File: src/rtl/sco_pkg.sv
// Constants and carrier types for the SPI option-control block.
// Assumes an AXI4-Lite master with 32-bit data and byte addressing.
package sco_pkg;
   // Bus geometry
   localparam int unsigned ADDR_W = 8;
   localparam int unsigned DATA_W = 32;
   // Register indices and byte addresses
   localparam logic [7:0] OPT_IDX = 8'h02;
   localparam logic [7:0] OPT_ADDR = OPT_IDX << 2;
   localparam logic [7:0] MODE_ADDR = 8'h10;
   localparam logic [7:0] STAT_ADDR = 8'h14;
   localparam logic [7:0] MASK_ADDR = 8'h18;
   localparam logic [7:0] PINS_ADDR = 8'h1c;
   // Option register layout
   localparam int unsigned OPT_MATCH_IE = 7;
   localparam int unsigned OPT_FAULT_EN = 4;
   localparam int unsigned OPT_DRIVE_EN = 3;
   localparam int unsigned OPT_HALT_WAIT = 1;
   localparam int unsigned OPT_SINGLE = 0;
   localparam logic [7:0] OPT_WR_MASK = 8'h9b;
   localparam logic [7:0] OPT_RESET = 8'h00;
   // Own registers: mode bits, status/mask bits
   localparam int unsigned MODE_MASTER = 0;
   localparam int unsigned MODE_SEL_OE = 1;
   localparam logic [1:0] MODE_RESET = 2'h0;
   localparam int unsigned STAT_FAULT = 0;
   localparam int unsigned STAT_HALT = 1;
   localparam logic [1:0] STAT_RESET = 2'h0;
   localparam logic [1:0] MASK_RESET = 2'h0;
   // Bus responses
   localparam logic [1:0] RESP_OKAY = 2'h0;
   localparam logic [1:0] RESP_SLVERR = 2'h2;
   // Synchroniser depth for pin inputs
   localparam int unsigned SYNC_STAGES = 2;

   typedef struct packed {
      logic match_irq_enable;
      logic unused6;
      logic rsvd5;
      logic fault_detect_enable;
      logic single_pin_drive_enable;
      logic rsvd2;
      logic halt_in_wait;
      logic single_wire_select;
   } sco_opt_t;

   typedef struct packed {
      logic sclk;
      logic ss;
      logic mosi;
      logic miso;
   } sco_pins_t;
endpackage

File: src/rtl/sco_sync.sv
// Two-flop synchroniser for a bundle of pin inputs.
// Assumes the inputs are asynchronous to i_core_clk.
`timescale 1ns/100ps
module sco_sync #(
   parameter int unsigned W = 4
) (
   // Clock and reset
   input wire logic i_core_clk,
   input wire logic i_rst,
   // Pins in, synchronised out
   input wire logic [W-1:0] i_async,
   output logic [W-1:0] o_sync
);
   typedef struct packed {
      logic [W-1:0] meta;
      logic [W-1:0] stable;
   } sco_sync_st_t;

   sco_sync_st_t st_q;
   sco_sync_st_t st_d;

   // First stage is read only by the second
   always_comb begin
      st_d = st_q;
      st_d.meta = i_async;
      st_d.stable = st_q.meta;
   end

   always_ff @(posedge i_core_clk or posedge i_rst) begin
      if (i_rst) begin
         st_q <= '0;
      end else begin
         st_q <= st_d;
      end
   end

   assign o_sync = st_q.stable;
endmodule

File: src/rtl/sco_top.sv
// SPI option-control register with pin steering, link sampling and
// interrupt logic, reached over AXI4-Lite.
// Assumes pins come from outside the clock domain; engine and wait
// inputs are synchronous to i_core_clk.
//
// The AXI4-Lite slave port is this design's own decision.
`timescale 1ns/100ps

// Functional notes
// RULE1: The option register sits at index 2, is read/write, 8 bits, and resets to zero.
// RULE2: Bit 6 is not implemented and always reads zero.
// RULE3: With match enable set, a set match flag raises the interrupt; with it clear it does not.
// RULE4: In slave mode the fault enable is ignored and the select pin is the select input.
// RULE5: As master with fault enable clear, the select pin is neither driven nor sensed.
// RULE6: As master with fault enable set, the select pin is fault input or select output by the output-enable bit.
// RULE7: With single-wire clear, the drive enable bit has no effect.
// RULE8: In single-wire mode the drive enable turns the shared pin into output, else input.
// RULE9: In single-wire mode the master uses its out pin and the slave its out pin as the only data pin.
// RULE10: With halt-in-wait set, SPI clocks stop in wait mode; with it clear they keep running.
// RULE11: Software must not write the reserved bits 5 and 2.
// RULE12: Single-wire clear uses separate data pins; set uses one shared pin, the other unused.
// RULE13: Reserved bits 5 and 2 read zero and writes to them do nothing.
module sco_top #(
   parameter int unsigned ADDR_W = sco_pkg::ADDR_W
) (
   // Clock and reset
   input wire logic i_core_clk,
   input wire logic i_rst,
   // AXI4-Lite write address and data
   input wire logic i_awvalid,
   output logic o_awready,
   input wire logic [ADDR_W-1:0] i_awaddr,
   input wire logic i_wvalid,
   output logic o_wready,
   input wire logic [31:0] i_wdata,
   input wire logic [3:0] i_wstrb,
   // AXI4-Lite write response
   output logic o_bvalid,
   input wire logic i_bready,
   output logic [1:0] o_bresp,
   // AXI4-Lite read
   input wire logic i_arvalid,
   output logic o_arready,
   input wire logic [ADDR_W-1:0] i_araddr,
   output logic o_rvalid,
   input wire logic i_rready,
   output logic [31:0] o_rdata,
   output logic [1:0] o_rresp,
   // Engine and system side
   input wire logic i_rx_match_flag,
   input wire logic i_wait_mode,
   input wire logic i_xfer_active,
   input wire logic i_tx_bit,
   output logic o_rx_bit,
   output logic o_slave_selected,
   output logic o_ss_released,
   output logic o_clk_run,
   output logic o_link_edge,
   output logic o_irq,
   // Serial pins
   input wire logic i_sclk,
   input wire logic i_ss_n,
   output logic o_ss_n,
   output logic o_ss_oe,
   input wire logic i_mosi,
   output logic o_mosi,
   output logic o_mosi_oe,
   input wire logic i_miso,
   output logic o_miso,
   output logic o_miso_oe
);
   typedef struct packed {
      logic aw_held;
      logic [ADDR_W-1:0] aw_addr;
      logic w_held;
      logic [7:0] w_data;
      logic w_lane0;
      logic awready;
      logic wready;
      logic bvalid;
      logic [1:0] bresp;
      logic arready;
      logic rvalid;
      logic [31:0] rdata;
      logic [1:0] rresp;
      sco_pkg::sco_opt_t opt;
      logic [1:0] mode;
      logic [1:0] status;
      logic [1:0] mask;
      logic sclk_prev;
      logic halted_prev;
      logic irq;
      logic rx_bit;
      logic slave_selected;
      logic ss_released;
      logic clk_run;
      logic link_edge;
      logic ss_n;
      logic ss_oe;
      logic mosi;
      logic mosi_oe;
      logic miso;
      logic miso_oe;
   } sco_state_t;

   sco_state_t st_q;
   sco_state_t st_d;
   sco_pkg::sco_pins_t pins_raw;
   sco_pkg::sco_pins_t pins;
   // Every pin passes two flops; select rides active high so reset reads idle
   assign pins_raw = '{sclk: i_sclk, ss: !i_ss_n, mosi: i_mosi, miso: i_miso};
   sco_sync #(
      .W($bits(sco_pkg::sco_pins_t))
   ) u_sync (
      .i_core_clk(i_core_clk),
      .i_rst(i_rst),
      .i_async(pins_raw),
      .o_sync(pins)
   );

   // Read data for one address; unmapped gives an error
   function automatic logic [33:0] read_word(input sco_state_t s,
                                             input logic [ADDR_W-1:0] a);
      logic [7:0] o;
      o = s.opt;
      o[6] = 1'b0; // [RULE2]
      o[5] = 1'b0; // [RULE13]
      o[2] = 1'b0; // [RULE13]
      unique case (8'(a))
         sco_pkg::OPT_ADDR: read_word = {sco_pkg::RESP_OKAY, 24'h0, o}; // [RULE1]
         sco_pkg::MODE_ADDR: read_word = {sco_pkg::RESP_OKAY, 30'h0, s.mode};
         sco_pkg::STAT_ADDR: read_word = {sco_pkg::RESP_OKAY, 30'h0, s.status};
         sco_pkg::MASK_ADDR: read_word = {sco_pkg::RESP_OKAY, 30'h0, s.mask};
         sco_pkg::PINS_ADDR: read_word = {sco_pkg::RESP_OKAY, 24'h0, 1'b0, s.clk_run,
                                          s.ss_released, s.slave_selected,
                                          s.ss_oe, s.mosi_oe, s.miso_oe, s.irq};
         default: read_word = {sco_pkg::RESP_SLVERR, 32'h0};
      endcase
   endfunction

   // Whole next state in one place
   always_comb begin
      logic do_write;
      logic [7:0] wa;
      logic master;
      logic sel_oe;
      logic fault_in;
      logic halted;
      logic [1:0] stat_set;
      logic [33:0] rd;
      do_write = 1'b0;
      wa = 8'h0;
      master = 1'b0;
      sel_oe = 1'b0;
      fault_in = 1'b0;
      halted = 1'b0;
      stat_set = 2'h0;
      rd = 34'h0;
      st_d = st_q;
      // Write channels taken independently, in either order
      if (i_awvalid && st_q.awready) begin
         st_d.aw_held = 1'b1;
         st_d.aw_addr = i_awaddr;
      end
      if (i_wvalid && st_q.wready) begin
         st_d.w_held = 1'b1;
         st_d.w_data = i_wdata[7:0];
         st_d.w_lane0 = i_wstrb[0];
      end
      if (st_q.bvalid && i_bready) begin
         st_d.bvalid = 1'b0;
      end
      do_write = st_q.aw_held && st_q.w_held && !st_q.bvalid;
      wa = 8'(st_q.aw_addr);
      if (do_write) begin
         st_d.aw_held = 1'b0;
         st_d.w_held = 1'b0;
         st_d.bvalid = 1'b1;
         st_d.bresp = sco_pkg::RESP_OKAY;
         unique case (wa)
            sco_pkg::OPT_ADDR: begin
               // Reserved and missing bits never store [RULE13]
               if (st_q.w_lane0) begin
                  st_d.opt = st_q.w_data & sco_pkg::OPT_WR_MASK; // [RULE1] [RULE2]
               end
            end
            sco_pkg::MODE_ADDR: begin
               if (st_q.w_lane0) begin
                  st_d.mode = st_q.w_data[1:0];
               end
            end
            sco_pkg::STAT_ADDR: begin
               if (st_q.w_lane0) begin
                  st_d.status = st_q.status & ~st_q.w_data[1:0];
               end
            end
            sco_pkg::MASK_ADDR: begin
               if (st_q.w_lane0) begin
                  st_d.mask = st_q.w_data[1:0];
               end
            end
            sco_pkg::PINS_ADDR: begin
               st_d.bresp = sco_pkg::RESP_OKAY;
            end
            default: st_d.bresp = sco_pkg::RESP_SLVERR;
         endcase
      end
      // Readies are registered; only one write in flight
      st_d.awready = !st_d.aw_held && !st_d.bvalid;
      st_d.wready = !st_d.w_held && !st_d.bvalid;
      // Read: answer on the same edge that takes the address
      if (st_q.rvalid && i_rready) begin
         st_d.rvalid = 1'b0;
      end
      if (i_arvalid && st_q.arready) begin
         rd = read_word(st_q, i_araddr);
         st_d.rvalid = 1'b1;
         st_d.rdata = rd[31:0];
         st_d.rresp = rd[33:32];
      end
      st_d.arready = !st_d.rvalid && !(i_arvalid && st_q.arready);
      // Clock gating in wait mode [RULE10]
      halted = st_q.opt.halt_in_wait && i_wait_mode;
      st_d.clk_run = !halted;
      st_d.halted_prev = halted;
      // Link edges only pass while clocks run [RULE10]
      st_d.sclk_prev = pins.sclk;
      st_d.link_edge = (pins.sclk != st_q.sclk_prev) && !halted;
      // Select pin steering
      master = st_q.mode[sco_pkg::MODE_MASTER];
      sel_oe = st_q.mode[sco_pkg::MODE_SEL_OE];
      st_d.ss_n = 1'b1;
      st_d.ss_oe = 1'b0;
      st_d.ss_released = 1'b0;
      st_d.slave_selected = 1'b0;
      if (!master) begin
         // Fault enable plays no part here [RULE4]
         st_d.slave_selected = pins.ss;
      end else if (!st_q.opt.fault_detect_enable) begin
         st_d.ss_released = 1'b1; // [RULE5]
      end else if (sel_oe) begin
         st_d.ss_oe = 1'b1; // [RULE6]
         st_d.ss_n = !i_xfer_active;
      end else begin
         fault_in = pins.ss; // [RULE6]
      end
      // Data pin steering
      st_d.mosi = i_tx_bit;
      st_d.miso = i_tx_bit;
      st_d.mosi_oe = 1'b0;
      st_d.miso_oe = 1'b0;
      if (!st_q.opt.single_wire_select) begin
         // Separate pins; drive enable ignored [RULE7] [RULE12]
         if (master) begin
            st_d.mosi_oe = 1'b1;
            st_d.rx_bit = pins.miso;
         end else begin
            st_d.miso_oe = pins.ss;
            st_d.rx_bit = pins.mosi;
         end
      end else if (master) begin
         // Shared pin is the master out pin [RULE9] [RULE12]
         st_d.mosi_oe = st_q.opt.single_pin_drive_enable; // [RULE8]
         st_d.rx_bit = pins.mosi;
      end else begin
         // Shared pin is the slave out pin [RULE9] [RULE12]
         st_d.miso_oe = st_q.opt.single_pin_drive_enable; // [RULE8]
         st_d.rx_bit = pins.miso;
      end
      // Sticky events; a set wins over a clear in the same cycle
      stat_set[sco_pkg::STAT_FAULT] = fault_in;
      stat_set[sco_pkg::STAT_HALT] = halted && !st_q.halted_prev;
      st_d.status = st_d.status | stat_set;
      // Match flag reaches the interrupt only through its enable [RULE3]
      st_d.irq = (st_q.opt.match_irq_enable && i_rx_match_flag) ||
                 (|(st_q.status & st_q.mask));
   end

   // One register stage for all state
   always_ff @(posedge i_core_clk or posedge i_rst) begin
      if (i_rst) begin
         st_q <= '0;
         st_q.opt <= sco_pkg::OPT_RESET; // [RULE1]
         st_q.mode <= sco_pkg::MODE_RESET;
         st_q.status <= sco_pkg::STAT_RESET;
         st_q.mask <= sco_pkg::MASK_RESET;
         st_q.awready <= 1'b1;
         st_q.wready <= 1'b1;
         st_q.arready <= 1'b1;
         st_q.ss_n <= 1'b1;
         st_q.clk_run <= 1'b1;
      end else begin
         st_q <= st_d;
      end
   end

   // Outputs straight from flops
   assign o_awready = st_q.awready;
   assign o_wready = st_q.wready;
   assign o_bvalid = st_q.bvalid;
   assign o_bresp = st_q.bresp;
   assign o_arready = st_q.arready;
   assign o_rvalid = st_q.rvalid;
   assign o_rdata = st_q.rdata;
   assign o_rresp = st_q.rresp;
   assign o_rx_bit = st_q.rx_bit;
   assign o_slave_selected = st_q.slave_selected;
   assign o_ss_released = st_q.ss_released;
   assign o_clk_run = st_q.clk_run;
   assign o_link_edge = st_q.link_edge;
   assign o_irq = st_q.irq;
   assign o_ss_n = st_q.ss_n;
   assign o_ss_oe = st_q.ss_oe;
   assign o_mosi = st_q.mosi;
   assign o_mosi_oe = st_q.mosi_oe;
   assign o_miso = st_q.miso;
   assign o_miso_oe = st_q.miso_oe;
endmodule

File: config.mk
export PLATFORM = sky130hd
export DESIGN_NAME = sco_top
export DESIGN_NICKNAME = d
export VERILOG_FILES = /design/src/rtl/sco_pkg.sv /design/src/rtl/sco_sync.sv /design/src/rtl/sco_top.sv
export SDC_FILE = /design/constraint.sdc
export NUM_CORES = 1
export LEC_CHECK = 0
export BUFFER_PORTS_ARGS = -buffer_cell sky130_fd_sc_hd__buf_2
export CORE_AREA = 2 2 92 94
export DETAILED_ROUTE_END_ITERATION = 12
export DIE_AREA = 0 0 94 96
export SLEW_MARGIN = 0
export SYNTH_ARGS = -nofsm -noshare
export SYNTH_HDL_FRONTEND = slang
export SYNTH_SLANG_ARGS = --single-unit
File: constraint.sdc
create_clock -name i_core_clk -period 2.6 [get_ports i_core_clk]
set_input_delay 0.52 -clock i_core_clk [delete_from_list [all_inputs] [get_ports i_core_clk]]
set_output_delay 0.52 -clock i_core_clk [all_outputs]
set_load 0.01 [all_outputs]
==> results.txt <==
----------------------------------------------------
[Placement]
  HPWL after detailed placement ... approximately 3700 um
  Count of buffers inserted at the top-level ports ... between 60 and 70
  Routability Congestion ... 0.800

[Layout]
  Sequential cell area in the final layout ... 1580 um^2
  Filler cells ... ~810
  Number of nets in the finished design ... 352
  Fraction of layout instances using a drive strength above 1 ... 0.400
  Number of inserted diodes ... 0
  Post-synthesis to final-layout area growth ... 17.4%
  Area of the multi-input gates ... 916 um^2

[Global routing]
  Total gr overflow ... 0
  Global-route wire length before repair ... ~8100 um
  Overall track demand over capacity in global routing ... 0.119
  Antenna violations before repair ... 0
  Pin count of the biggest net entering global routing ... 35
  Vias in the first global route ... approximately 1700

[CTS]
  Post-CTS Setup Bufs ... 0
  Latest clock arrival within the worst-skew pair ... 330 ps
  CTS tree ... yes
  Clock Path Buffers ... 2
  Number of buffers created by CTS ... 9
  Number of levels in the clock H-tree ... 3
  Post-cts sizing count ... 0
  Clock root buffer ... sky130_fd_sc_hd__clkbuf_8
  Clock Sink Count ... 63
  Number of hold-repair buffers added at the cts stage ... 0
  Worst-path clk slew ... roughly 70 ps

[Synth]
  Area of the mapped netlist ... between 2000 and 3000 um^2
  Area share of the leading cell type in the synthesized netlist ... 0.533
  Syn avg cell area ... 12.2 um^2
  Share of async-settable or async-resettable flops after synthesis ... 1.00
  Post-synth EDFFs ... 0
  Post-synthesis sequential area ratio ... 0.581
  Library cell with the largest summed area after synthesis ... sky130_fd_sc_hd__dfrtp_1
  Register bit total from synthesis ... 63
  Gate count of the mapped netlist ... 224
  Top post-synthesis cells by area ... sky130_fd_sc_hd__dfrtp_1 53%, sky130_fd_sc_hd__buf_4 10%, sky130_fd_sc_hd__mux2_2 9.9%
  Yosys warning total ... 0
  Unique masters post-synth ... 40
  Predominant post-synthesis flop cell ... sky130_fd_sc_hd__dfrtp_1

[Route]
  Number of nets still failing antenna checks after routing ... 0
  Total number of vias ... 1740
  Pre-Repair DR Iteration Count ... 4
  Post-detailed-route DRC marker count ... 0
  Post-detailed-route wirelength per cell ... about 12 um
  Total detailed-routing wirelength ... 4910 um
  Number of DRC markers after the initial detailed-route iteration ... 97
  Number of vias per cell ... approximately 4.4

[Power]
  Net switching power of the design ... 776 uW
  Combinational power share ... 0.180
  Worst supply voltage drop on vdd ... 0.000490 V
  Power density of the placed cells ... between 800 and 900 nW/um^2
  Sw Ratio ... 0.291
  Sequential fraction of design power ... 0.510
  Total power ... about 2.7 mW
  Cell-internal power ... 1.89 mW
  Clock share of power ... 0.310
  Pleak ... around 1.6 nW

[Setup path]
  Kind of end point of the critical path ... flip-flop
  Critical Setup Path Class ... reg2reg
  Required time of the worst setup path ... around 2800 ps
  Critical path startpoint category ... flip-flop
  Worst reg2reg path depth ... 4
  Critical path peak fanout ... 3
  Worst-case register-to-register setup slack ... roughly 660 ps
  R2R Path End ... st_q[19]$_DFFE_PP0P_
  Reg2reg start ... st_q[80]$_DFFE_PP0P_
  Data arrival time of the critical path ... roughly 2200 ps

[Timing]
  Shortest clock period the worst path allows after layout ... 1940 ps
  Max-slew violation total from the final report ... 0
  Final hold viol count ... 0
  Worst slew pin tran ... about 650 ps
  Setup violations, final ... 0
  Worst rel slew slack ... 0.564
  Skew final ... 6.66 ps
  Final clock period utilization by the worst path ... 0.746
  Setup Total Neg Slack ... 0 ps
  RSZ-0062 raised after global routing ... no
  Max Clk Rate ... slightly above 0.5 GHz

[Die]
  Area inside the core boundary ... 8050 um^2
  Floorplan die width ... roughly 94 um
  Number of standard-cell rows in the floorplan ... 33
  Die outline area ... roughly 9000 um^2
  Boundary Pins ... between 100 and 150
  Initial core utilization ... 0.338
  Chip Height ... 96 um

[Job]
  Max-cap check violation count ... 0

[Hold path]
  Worst hold path type ... in2async

[Outcome]
  Run status ... finished clean

----------------------------------------------------
stage by stage:
stage	setup slack (ps)	instances	hold WS, ps	cell area (um^2)	utilization
3_5_place_dp	684	379	335	3000	0.372
6_report	661	395	273	3200	0.397
4_1_cts	664	395	275	3200	0.397
3_3_place_gp	688	379	335	3000	0.372
2_1_floorplan	519	249	331	2820	-
5_1_grt	558	395	266	3200	0.397
metal layers:
metal,vias to the layer above,track usage,wire length [um]
li1,824,-,-
met1,831,0.143,2120
met2,81,0.198,2350
met3,4,0.0517,411
met4,0,0.0326,40
met5,-,0,0
cell families after synthesis:
| group | Yosys count | share of synthesized area |
|---|---|---|
| muxes | 27 | 0.114 |
| buffers and inverters | 48 | 0.117 |
| DFF | 63 | 0.581 |
| and+or+nand+nor | 55 | 0.111 |
| xor gates and xnor gates | 2 | 0.00643 |
| other | 1 | 0.00138 |
| AOI/OAI and AO/OA | 28 | 0.0689 |
registers in the layout, indices dropped and copies added (netlist names), 4 cells and up:
signal         flops
o_rdata            8
st_q              29
u_sync.o_sync      4
u_sync.st_d        4
placed cells by master (no fill, tap or decap), drive strengths merged, types with 2 or more instances in the layout:
| cell | instances |
|---|---|
| a21oi | 4 |
| a22oi | 4 |
| and2 | 3 |
| buf | 64 |
| clkbuf | 9 |
| clkinv | 2 |
| clkinvlp | 4 |
| conb | 26 |
| dfrtp | 58 |
| dfstp | 5 |
| inv | 9 |
| mux2 | 26 |
| nand2 | 22 |
| nor2 | 8 |
| nor2b | 7 |
| nor4 | 3 |
| o2111ai | 3 |
| o21a | 3 |
| o21ai | 8 |
power by group through the flow:
| stage | Combinational [mW] | Clock [mW] | Sequential, mW |
|---|---|---|---|
| detailed placement | 0.488 | 0 | 1.38 |
| global route | 0.543 | 0.906 | 1.40 |
| global placement | 0.471 | 0 | 1.37 |
| finish | 0.481 | 0.827 | 1.36 |
| CTS | 0.490 | 0.857 | 1.36 |
| floorplan | 0.376 | 0 | 1.35 |
layout make-up:
class	count	share of cell area
sequential	63	0.495
multi-input combinational	138	0.286
timing repair buffer	64	0.105
tap	105	0.0411
clock buffer	9	0.0387
clock inverter	7	0.0231
inverter	9	0.0106
worst max-delay path by stage:
stage,end,slack (ps),cells past startpoint,from
6_report,st_q[19]$_DFFE_PP0P_,660,4,st_q[80]$_DFFE_PP0P_
5_1_grt,st_q[19]$_DFFE_PP0P_,560,4,st_q[80]$_DFFE_PP0P_
4_1_cts,st_q[19]$_DFFE_PP0P_,660,4,st_q[80]$_DFFE_PP0P_
3_5_place_dp,st_q[18]$_DFFE_PP0P_,680,4,st_q[80]$_DFFE_PP0P_
3_3_place_gp,o_rdata[1]$_DFFE_PP0P_,690,5,i_araddr[7]
2_1_floorplan,o_bresp[1]$_DFFE_PP0N_,520,1,i_rst
cell usage after synthesis, types with 2 or more instances:
cell,instances
sky130_fd_sc_hd__nand2_1,22
sky130_fd_sc_hd__nor4_1,2
sky130_fd_sc_hd__mux2_4,2
sky130_fd_sc_hd__buf_4,37
sky130_fd_sc_hd__mux2_2,24
sky130_fd_sc_hd__o2111ai_1,3
sky130_fd_sc_hd__inv_1,9
sky130_fd_sc_hd__and2_1,3
sky130_fd_sc_hd__a22oi_1,4
sky130_fd_sc_hd__a21oi_1,4
sky130_fd_sc_hd__clkbuf_1,2
sky130_fd_sc_hd__nor2_1,8
sky130_fd_sc_hd__dfstp_2,5
sky130_fd_sc_hd__dfrtp_1,58
sky130_fd_sc_hd__o21ai_0,8
sky130_fd_sc_hd__nor2b_1,7
sky130_fd_sc_hd__o21a_1,3
worst max-delay path, stage by stage (launching register included):
cell,delay [ps]
sky130_fd_sc_hd__dfrtp_1,390
sky130_fd_sc_hd__or4_4,560
sky130_fd_sc_hd__nor4_2,280
sky130_fd_sc_hd__and4bb_4,290
sky130_fd_sc_hd__mux2_4,300
Power figures use the tool's default switching activity.
